[src/core/pcg_pkg.sv]
// Package: register map, field layout, types and helpers of the clock-gating block
package pcg_pkg;

   // ==========================================================================
   // Register map (byte addresses inside the system-control region)
   localparam logic [31:0] PCG_BASE_ADDR = 32'h400F_E000;
   localparam logic [11:0] PCG_OFS_RUN_CFG = 12'h060;
   localparam logic [11:0] PCG_OFS_RUN_GATE0 = 12'h100;
   localparam logic [11:0] PCG_OFS_RUN_GATE1 = 12'h104;
   localparam logic [11:0] PCG_OFS_SLEEP_GATE0 = 12'h110;
   localparam logic [11:0] PCG_OFS_SLEEP_GATE1 = 12'h114;
   localparam logic [11:0] PCG_OFS_DEEP_GATE0 = 12'h120;
   localparam logic [11:0] PCG_OFS_DEEP_GATE1 = 12'h124;

   // ==========================================================================
   // Field layout
   localparam int PCG_BIT_WATCHDOG = 3;
   localparam int PCG_BIT_GP_TWO = 18;
   localparam int PCG_BIT_GP_ONE = 17;
   localparam int PCG_BIT_GP_ZERO = 16;
   localparam int PCG_BIT_TWO_WIRE = 12;
   localparam int PCG_BIT_SYNC_SERIAL = 4;
   localparam int PCG_BIT_ASYNC_ONE = 1;
   localparam int PCG_BIT_ASYNC_ZERO = 0;
   localparam int PCG_BIT_AUTO_SLEEP = 27;
   localparam logic [31:0] PCG_MASK_GATE0 = 32'h0000_0008;
   localparam logic [31:0] PCG_MASK_GATE1 = 32'h0007_1013;
   localparam logic [31:0] PCG_MASK_RUN_CFG = 32'h0800_0000;

   // ==========================================================================
   // Values after reset
   localparam logic [31:0] PCG_GATE_RST = 32'h0000_0000;
   localparam logic [31:0] PCG_RUN_CFG_RST = 32'h0000_0000;

   // ==========================================================================
   // Types
   localparam int PCG_NUM_UNITS = 8;
   typedef logic [PCG_NUM_UNITS-1:0] pcg_unit_t;

   typedef enum logic [2:0] {
      PCG_UNIT_WATCHDOG = 3'b000,
      PCG_UNIT_GP_ZERO = 3'b001,
      PCG_UNIT_GP_ONE = 3'b010,
      PCG_UNIT_GP_TWO = 3'b011,
      PCG_UNIT_TWO_WIRE = 3'b100,
      PCG_UNIT_SYNC_SERIAL = 3'b101,
      PCG_UNIT_ASYNC_ZERO = 3'b110,
      PCG_UNIT_ASYNC_ONE = 3'b111
   } pcg_unit_e;

   typedef enum logic [1:0] {
      PCG_PWR_RUN = 2'b00,
      PCG_PWR_SLEEP = 2'b01,
      PCG_PWR_DEEP = 2'b10
   } pcg_power_e;

   typedef enum logic [2:0] {
      PCG_SEL_NONE = 3'b000,
      PCG_SEL_RUN0 = 3'b001,
      PCG_SEL_RUN1 = 3'b010,
      PCG_SEL_SLEEP0 = 3'b011,
      PCG_SEL_SLEEP1 = 3'b100,
      PCG_SEL_DEEP0 = 3'b101,
      PCG_SEL_DEEP1 = 3'b110,
      PCG_SEL_CFG = 3'b111
   } pcg_reg_e;

   typedef struct packed {
      logic valid;
      logic write;
      pcg_unit_e unit;
   } pcg_periph_req_s;

   typedef struct packed {
      logic grant;
      logic fault;
   } pcg_periph_rsp_s;

   typedef struct packed {
      logic [31:0] runGate0;
      logic [31:0] runGate1;
      logic [31:0] sleepGate0;
      logic [31:0] sleepGate1;
      logic [31:0] deepGate0;
      logic [31:0] deepGate1;
      logic [31:0] runCfg;
      logic [31:0] prdata;
      logic pready;
      logic pslverr;
      pcg_power_e power;
      pcg_unit_t clkEn;
      pcg_periph_rsp_s rsp;
   } pcg_state_s;

   localparam pcg_state_s PCG_STATE_RST = '{
      runGate0: PCG_GATE_RST,
      runGate1: PCG_GATE_RST,
      sleepGate0: PCG_GATE_RST,
      sleepGate1: PCG_GATE_RST,
      deepGate0: PCG_GATE_RST,
      deepGate1: PCG_GATE_RST,
      runCfg: PCG_RUN_CFG_RST,
      prdata: 32'h0000_0000,
      pready: 1'b0,
      pslverr: 1'b0,
      power: PCG_PWR_RUN,
      clkEn: 8'h00,
      rsp: 2'b00
   };

   // ==========================================================================
   // Helpers
   function automatic pcg_unit_t pcg_gate_map(input logic [31:0] g0, input logic [31:0] g1);
      pcg_unit_t v;
      v = '0;
      v[PCG_UNIT_WATCHDOG] = g0[PCG_BIT_WATCHDOG];
      v[PCG_UNIT_GP_ZERO] = g1[PCG_BIT_GP_ZERO];
      v[PCG_UNIT_GP_ONE] = g1[PCG_BIT_GP_ONE];
      v[PCG_UNIT_GP_TWO] = g1[PCG_BIT_GP_TWO];
      v[PCG_UNIT_TWO_WIRE] = g1[PCG_BIT_TWO_WIRE];
      v[PCG_UNIT_SYNC_SERIAL] = g1[PCG_BIT_SYNC_SERIAL];
      v[PCG_UNIT_ASYNC_ZERO] = g1[PCG_BIT_ASYNC_ZERO];
      v[PCG_UNIT_ASYNC_ONE] = g1[PCG_BIT_ASYNC_ONE];
      return v;
   endfunction

   // Byte-lane merge; bits outside the mask always come out zero
   function automatic logic [31:0] pcg_apply_strobe(input logic [31:0] old,
         input logic [31:0] wdata, input logic [3:0] strb, input logic [31:0] mask);
      logic [31:0] r;
      r = old;
      for (int i = 0; i < 4; i++) begin
         if (strb[i]) begin
            r[8*i +: 8] = wdata[8*i +: 8];
         end
      end
      return r & mask;
   endfunction

endpackage

[src/core/pcg_clock_gating.sv]
// Peripheral clock-gating control: APB registers, power-state set selection, access faults
//
// Implementation choice: the APB slave port.
`timescale 1ns/10ps
`default_nettype none

// Functional notes
// [RULE1] A unit gets its clock while its enable bit is one, none while zero.
// [RULE2] Access to an unclocked unit answers with a bus fault.
// [RULE3] All enable bits are zero after reset; every unit starts unclocked.
// [RULE4] Separate run, sleep and deep-sleep sets; the one for the power state applies.
// [RULE5] Sleep and deep-sleep sets apply only while the auto-gating bit is set.
// [RULE6] Registers sit in the control region at 0x400FE000; comm/timer run register at 0x104.
// [RULE7] Deep-sleep register 0x120 bit 3 enables the watchdog clock in deep sleep.
// [RULE8] Run comm/timer register bits 18, 17, 16 enable timers 2, 1, 0.
// [RULE9] Run comm/timer register bit 12 enables the two-wire unit.
// [RULE10] Run comm/timer register bit 4 enables the synchronous serial unit.
// [RULE11] Run comm/timer register bits 1 and 0 enable async serial units 1 and 0.
// [RULE12] Watchdog deep-sleep register bits 31:4 and 2:0 read zero, are read-only.
// [RULE13] Comm/timer run register bits 15:13, 11:5, 3:2 read zero, are read-only.
// [RULE14] Writes to read-only bits change nothing; writable bits update normally.
module pcg_clock_gating
   import pcg_pkg::*;
(
   // Clock and reset
   input wire logic clk,
   input wire logic rst_b,
   // APB slave
   input wire logic psel,
   input wire logic penable,
   input wire logic pwrite,
   input wire logic [31:0] paddr,
   input wire logic [31:0] pwdata,
   input wire logic [3:0] pstrb,
   output logic [31:0] prdata,
   output logic pready,
   output logic pslverr,
   // Power state from the core, same clock
   input wire logic sleepState,
   input wire logic deepSleepState,
   // Peripheral access check
   input wire pcg_periph_req_s periphReq,
   output pcg_periph_rsp_s periphRsp,
   // Clock enables for the unit gating cells
   output pcg_unit_t unitClkEn,
   output pcg_power_e powerState
);

   // ==========================================================================
   // State
   pcg_state_s st;
   pcg_state_s next_st;
   pcg_reg_e sel;
   logic hit;
   pcg_periph_rsp_s chkRsp;
   logic setupPhase;
   logic accessWrite;
   logic autoSleep;
   pcg_unit_t runVec;
   pcg_unit_t sleepVec;
   pcg_unit_t deepVec;
   logic [31:0] readVal;

   pcg_apb_decode u_decode (
      .paddr(paddr),
      .sel(sel),
      .hit(hit)
   );

   pcg_access_check u_check (
      .req(periphReq),
      .clkEn(st.clkEn),
      .rsp(chkRsp)
   );

   // ==========================================================================
   // Next-state logic
   always_comb begin
      next_st = st;
      setupPhase = psel && !penable;
      accessWrite = psel && penable && st.pready && pwrite && !st.pslverr;
      autoSleep = st.runCfg[PCG_BIT_AUTO_SLEEP];
      runVec = pcg_gate_map(st.runGate0, st.runGate1); // see [RULE8] [RULE9] [RULE10] [RULE11]
      sleepVec = pcg_gate_map(st.sleepGate0, st.sleepGate1);
      deepVec = pcg_gate_map(st.deepGate0, st.deepGate1); // see [RULE7]

      // Reserved bits are never stored, so they read back as zero
      case (sel)
         PCG_SEL_RUN0: readVal = st.runGate0;
         PCG_SEL_RUN1: readVal = st.runGate1; // see [RULE6] [RULE13]
         PCG_SEL_SLEEP0: readVal = st.sleepGate0;
         PCG_SEL_SLEEP1: readVal = st.sleepGate1;
         PCG_SEL_DEEP0: readVal = st.deepGate0; // see [RULE12]
         PCG_SEL_DEEP1: readVal = st.deepGate1;
         PCG_SEL_CFG: readVal = st.runCfg;
         default: readVal = 32'h0000_0000;
      endcase

      // Answer is prepared in the setup cycle, so every access has no wait state
      next_st.pready = setupPhase;
      next_st.pslverr = setupPhase && !hit;
      next_st.prdata = (setupPhase && !pwrite) ? readVal : 32'h0000_0000;

      // Writes land only on the completing edge; masks drop read-only bits
      if (accessWrite) begin
         case (sel)
            PCG_SEL_RUN0: begin
               next_st.runGate0 = pcg_apply_strobe(st.runGate0, pwdata, pstrb, PCG_MASK_GATE0);
            end
            PCG_SEL_RUN1: begin
               // see [RULE14]
               next_st.runGate1 = pcg_apply_strobe(st.runGate1, pwdata, pstrb, PCG_MASK_GATE1);
            end
            PCG_SEL_SLEEP0: begin
               next_st.sleepGate0 = pcg_apply_strobe(st.sleepGate0, pwdata, pstrb,
                  PCG_MASK_GATE0);
            end
            PCG_SEL_SLEEP1: begin
               next_st.sleepGate1 = pcg_apply_strobe(st.sleepGate1, pwdata, pstrb,
                  PCG_MASK_GATE1);
            end
            PCG_SEL_DEEP0: begin
               // see [RULE12]
               next_st.deepGate0 = pcg_apply_strobe(st.deepGate0, pwdata, pstrb, PCG_MASK_GATE0);
            end
            PCG_SEL_DEEP1: begin
               next_st.deepGate1 = pcg_apply_strobe(st.deepGate1, pwdata, pstrb, PCG_MASK_GATE1);
            end
            PCG_SEL_CFG: begin
               next_st.runCfg = pcg_apply_strobe(st.runCfg, pwdata, pstrb, PCG_MASK_RUN_CFG);
            end
            default: begin
               next_st.runCfg = st.runCfg;
            end
         endcase
      end

      // Deep sleep outranks sleep when the core reports both
      if (deepSleepState) begin
         next_st.power = PCG_PWR_DEEP;
      end else if (sleepState) begin
         next_st.power = PCG_PWR_SLEEP;
      end else begin
         next_st.power = PCG_PWR_RUN;
      end

      // Without auto-gating the run set stays in force in every power state
      case (st.power)
         PCG_PWR_SLEEP: next_st.clkEn = autoSleep ? sleepVec : runVec; // see [RULE4] [RULE5]
         PCG_PWR_DEEP: next_st.clkEn = autoSleep ? deepVec : runVec; // see [RULE4] [RULE5]
         default: next_st.clkEn = runVec; // see [RULE1]
      endcase

      next_st.rsp = chkRsp; // see [RULE2]
   end

   always_ff @(posedge clk or negedge rst_b) begin
      if (!rst_b) begin
         st <= PCG_STATE_RST; // see [RULE3]
      end else begin
         st <= next_st;
      end
   end

   assign prdata = st.prdata;
   assign pready = st.pready;
   assign pslverr = st.pslverr;
   assign periphRsp = st.rsp;
   assign unitClkEn = st.clkEn;
   assign powerState = st.power;

   // ==========================================================================
   // Assertions
   logic everWritten;

   always_ff @(posedge clk or negedge rst_b) begin
      if (!rst_b) begin
         everWritten <= 1'b0;
      end else if (accessWrite) begin
         everWritten <= 1'b1;
      end
   end
endmodule
`default_nettype wire

[src/core/pcg_apb_decode.sv]
// Address decoder of the clock-gating register window
`timescale 1ns/10ps
`default_nettype none

module pcg_apb_decode
   import pcg_pkg::*;
(
   // Bus address
   input wire logic [31:0] paddr,
   // Decode result
   output pcg_reg_e sel,
   output var logic hit
);

   always_comb begin
      sel = PCG_SEL_NONE;
      if (paddr[31:12] == PCG_BASE_ADDR[31:12] && paddr[1:0] == 2'b00) begin
         case (paddr[11:0])
            PCG_OFS_RUN_GATE0: sel = PCG_SEL_RUN0;
            PCG_OFS_RUN_GATE1: sel = PCG_SEL_RUN1;
            PCG_OFS_SLEEP_GATE0: sel = PCG_SEL_SLEEP0;
            PCG_OFS_SLEEP_GATE1: sel = PCG_SEL_SLEEP1;
            PCG_OFS_DEEP_GATE0: sel = PCG_SEL_DEEP0;
            PCG_OFS_DEEP_GATE1: sel = PCG_SEL_DEEP1;
            PCG_OFS_RUN_CFG: sel = PCG_SEL_CFG;
            default: sel = PCG_SEL_NONE;
         endcase
      end
      hit = (sel != PCG_SEL_NONE);
   end

endmodule
`default_nettype wire

[src/core/pcg_access_check.sv]
// Access check of peripheral requests against the live clock enables
`timescale 1ns/10ps
`default_nettype none

module pcg_access_check
   import pcg_pkg::*;
(
   // Request from the peripheral bus fabric
   input wire pcg_periph_req_s req,
   // Clock enables in force
   input wire pcg_unit_t clkEn,
   // Verdict
   output pcg_periph_rsp_s rsp
);

   always_comb begin
      rsp.grant = req.valid && clkEn[req.unit];
      // An unclocked unit cannot answer, so the access faults instead
      rsp.fault = req.valid && !clkEn[req.unit]; // see [RULE2]
   end

endmodule
`default_nettype wire

[config.mk]
export PLATFORM = sky130hd
export DESIGN_NAME = pcg_clock_gating
export DESIGN_NICKNAME = d
export VERILOG_FILES = /design/src/core/pcg_pkg.sv /design/src/core/pcg_clock_gating.sv /design/src/core/pcg_apb_decode.sv /design/src/core/pcg_access_check.sv
export SDC_FILE = /design/constraint.sdc
export NUM_CORES = 1
export LEC_CHECK = 0
export BUFFER_PORTS_ARGS = -buffer_cell sky130_fd_sc_hd__clkbuf_2
export CORE_ASPECT_RATIO = 0.7
export CORE_UTILIZATION = 42
export CTS_BUF_LIST = sky130_fd_sc_hd__clkbuf_16
export CTS_CLUSTER_DIAMETER = 60
export DETAILED_ROUTE_END_ITERATION = 10
export GPL_ROUTABILITY_DRIVEN = 0
export GPL_TIMING_DRIVEN = 0
export PLACE_DENSITY_LB_ADDON = 0.05
export SETUP_SLACK_MARGIN = 0.02
export SYNTH_ARGS = -nofsm -noshare
export SYNTH_HDL_FRONTEND = slang
export SYNTH_HIERARCHICAL = 1
export SYNTH_SLANG_ARGS = --single-unit
[constraint.sdc]
create_clock -name clk -period 1.4 [get_ports clk]
set_input_delay 0.42 -clock clk [delete_from_list [all_inputs] [get_ports clk]]
set_output_delay 0.42 -clock clk [all_outputs]
set_load 0.1 [all_outputs]
==> summary.txt <==
Floorplanning
  • DIE HEIGHT: ~68 µm
  • Core area: between 5000 and 6000 µm²
  • Die ar.: about 6600 µm²
  • # IOs: 126
  • Rows: 23
  • Initial Util: around 45%
  • Die W: ~97 µm

Logic synthesis
  • Warnings from Yosys: 6
  • Synth Register Bits: between 40 and 50
  • Mapped Area: 2630 µm²
  • Sequential area share after synthesis: a little under half
  • Post-Syn Area per Cell: about 12 µm²
  • Syn Inst Count: about 220
  • Synth unique cells: 45

Job
  • Number of max-cap violations: 0

Drt
  • Vias per cell: around 5
  • DRC viols: 0
  • Initial DRC count: about 150
  • Via count: between 2000 and 2500
  • Wirelength, routed: 6.96 mm
  • DRT antenna net count: 0
  • Wire length per cell after detailed routing: ~17 µm
  • Pre-Repair DR Iteration Count: 4

Finish
  • Final Instance Area: slightly above 4000 µm²
  • ANT cells: 0
  • Commonest non-fill, non-tap cell in the layout: clkbuf_2
  • Register area: ~1200 µm²
  • Area of the multi-input gates: 1660 µm²
  • Fin nets: between 400 and 500
  • Synth-to-layout area growth: 56.7%
  • Share of layout cells above drive strength 1: approximately 66%
  • Fin cells: ~420
  • Filler cells: 431
  • Commonest cells after routing, fill and taps aside: clkbuf_2 (53), buf_4 (39), dfrtp_1 (36)

Global routing
  • First-pass GRT wire length: between 10 and 15 mm
  • Grt ovf: 0
  • All-Layer GR Usage: 22.7%
  • Largest net degree at the start of global routing: between 40 and 50
  • Initial antenna violation count: 0
  • Vias in the first global route: 2084

Setup path
  • Element type at the critical path end: register
  • Crit Path Max Fanout: 5
  • Setup CP Type: input pin to register
  • Worst EP required: approximately 1.6 ns
  • Crit path DAT: between 2 and 2.5 ns
  • Startpoint Class: input pin

Clock tree
  • Sink Count: 48
  • CTS tree: done
  • Later-pin clock latency in the skew report: 0.29 ns
  • TritonCTS buffer count: 5
  • CTS Root Buffer Type: clkbuf_16
  • Clock-pin slew on the worst setup and hold paths: 0.06 ns
  • Max clock buf depth: 2
  • Post-CTS Hold Buffers: 0
  • H-tree levels: 2

STA
  • Worst-margin pin slew: 1.06 ns
  • Final worst slack: -0.921 ns
  • Fin Setup TNS: -28.13 ns
  • Min Tclk post-route: approximately 2.3 ns
  • Final Max Tran Viols: 0
  • Fin Clk Skew: between 0.003 and 0.004 ns
  • Final setup fails: 37
  • Max Fclk: 431 MHz
  • Fin Hold WS: about 0.25 ns
  • RSZ-0062 raised after global routing: yes
  • Fin crit share: 166%
  • Hold Violations, Final: 0
  • Relative slew slack: ~29%

Pwr
  • LEAKAGE: 1.93 nW
  • Pwr/cell area: ~840 nW/µm²
  • Peak VDD IR: ~0.00054 V

Placement
  • Placed cells: a little under 400
  • DP HPWL: between 4 and 5 mm
  • Post-DP Area: 3330 µm²
  • Port bufs: 78

Outcome
  • Outcome: complete, but fails checks
  • Violated checks: negative setup slack

Worst hold path
  • Hold Path Class: input pin to register
-- kinds of logic after synthesis --
logic type               count (synthesis)  share of synthesized area (%)
buffers and inverters                   36                           8.66
multiplexers                            36                           15.3
AND/OR/NAND/NOR                         66                           19.0
AO/OA/AOI/OAI                           34                           10.2
flip-flops                              48                           45.7
adder cells (fa/ha/maj)                  2                          0.952
other                                    1                          0.143
-- synth_stat cells, drive strengths merged --
library cell / number / share of area, %
clkbuf: 3 / 0.43
nor4: 5 / 2.0
mux2: 34 / 15
and2b: 1 / 0.29
or2b: 2 / 0.67
conb: 1 / 0.14
buf: 28 / 7.5
dfrtp: 48 / 46
a22oi: 16 / 4.6
or4: 1 / 0.29
and4: 2 / 0.67
nand3b: 1 / 0.29
and3: 1 / 0.24
o22ai: 1 / 0.24
mux2i: 2 / 0.76
nand2: 2 / 0.29
o31a: 2 / 0.67
o21bai: 1 / 0.29
a2111oi: 1 / 0.38
nor3: 9 / 3.8
a31oi: 1 / 0.24
nor3b: 2 / 0.76
nor2: 15 / 2.1
nand4: 5 / 1.4
o2bb2ai: 8 / 2.7
a211o: 1 / 0.33
a2bb2oi: 2 / 0.67
inv: 5 / 0.71
or3b: 2 / 0.86
nand4b: 1 / 0.33
nor4b: 5 / 2.1
nand2b: 5 / 1.2
a21oi: 1 / 0.19
nor2b: 6 / 1.4
ha: 2 / 0.95
nand3: 1 / 0.19
-- registers in the layout, indices dropped and copies added, names as in the netlist --
register	flops
pready	1
prdata	9
autoSleep	1
unitClkEn	8
periphRsp	2
runVec	8
pslverr	1
deepVec	8
powerState	2
sleepVec	8
-- per-stage QoR --
| stage | total power [mW] | utilization [%] | setup slack, ns |
|---|---|---|---|
| after floorplan | 1.92 | - | -0.938 |
| after global placement | 2.07 | 56.7 | -1.32 |
| after detailed placement | 2.07 | 56.7 | -1.34 |
| after CTS | 3.44 | 67.1 | -0.861 |
| after global routing | 3.57 | 70.2 | -0.986 |
| final | 3.45 | 70.2 | -0.921 |
-- repair_timing --
action | 4_1_cts | 5_1_grt
resized for setup | 84 | 35
endpoints found under the setup margin | 65 | 68
setup buffers | 9 | 6
pin swaps | 17 | 9
-- worst paths after layout --
check                                end  cells after the start  slack [ns]           start
max in group asynchronous  powerState[0]                      1        0.30           rst_b
setup / recovery              deepVec[2]                      9       -0.92       paddr[27]
hold reg to reg             unitClkEn[5]                      1        0.53       runVec[5]
hold / removal             powerState[1]                      1        0.25  deepSleepState
setup reg to reg               runVec[3]                      4       -0.28          pready
min in group asynchronous     prdata[12]                      1        0.33           rst_b
-- layer usage --
layer  wire [µm]  vias to the layer above  global-route usage [%]
li1            -                     1022                       -
met2        3310                       66                    35.8
met3         324                        7                    4.56
met4         101                        0                    7.90
met1        3220                     1053                    31.2
met5           0                        -                       0
-- worst max-delay path: stages --
cell and delay, ns:
buf_8 0.10, nor4_4 0.28, and4_4 0.28, nand4_4 0.15, nor2_4 0.18, buf_6 0.12
nand3b_1 0.23, nor3_4 0.39, mux2_4 0.33
-- layout make-up --
cell class / count / area share [%]
tap: 75 / 2.28
timing repair buffer: 93 / 18.0
clock inverter: 3 / 0.911
multi-input combinational: 161 / 40.3
sequential: 48 / 29.8
buffer: 28 / 5.13
clock buffer: 5 / 3.04
inverter: 5 / 0.516
-- where the power goes --
group | internal (mW) | total (mW) | switching [mW] | leakage (nW)
clock network | 0.830 | 1.33 | 0.497 | 0.0789
registers | 1.40 | 1.41 | 0.0119 | 0.644
logic | 0.201 | 0.716 | 0.515 | 1.21
Power figures use the tool's default switching activity.
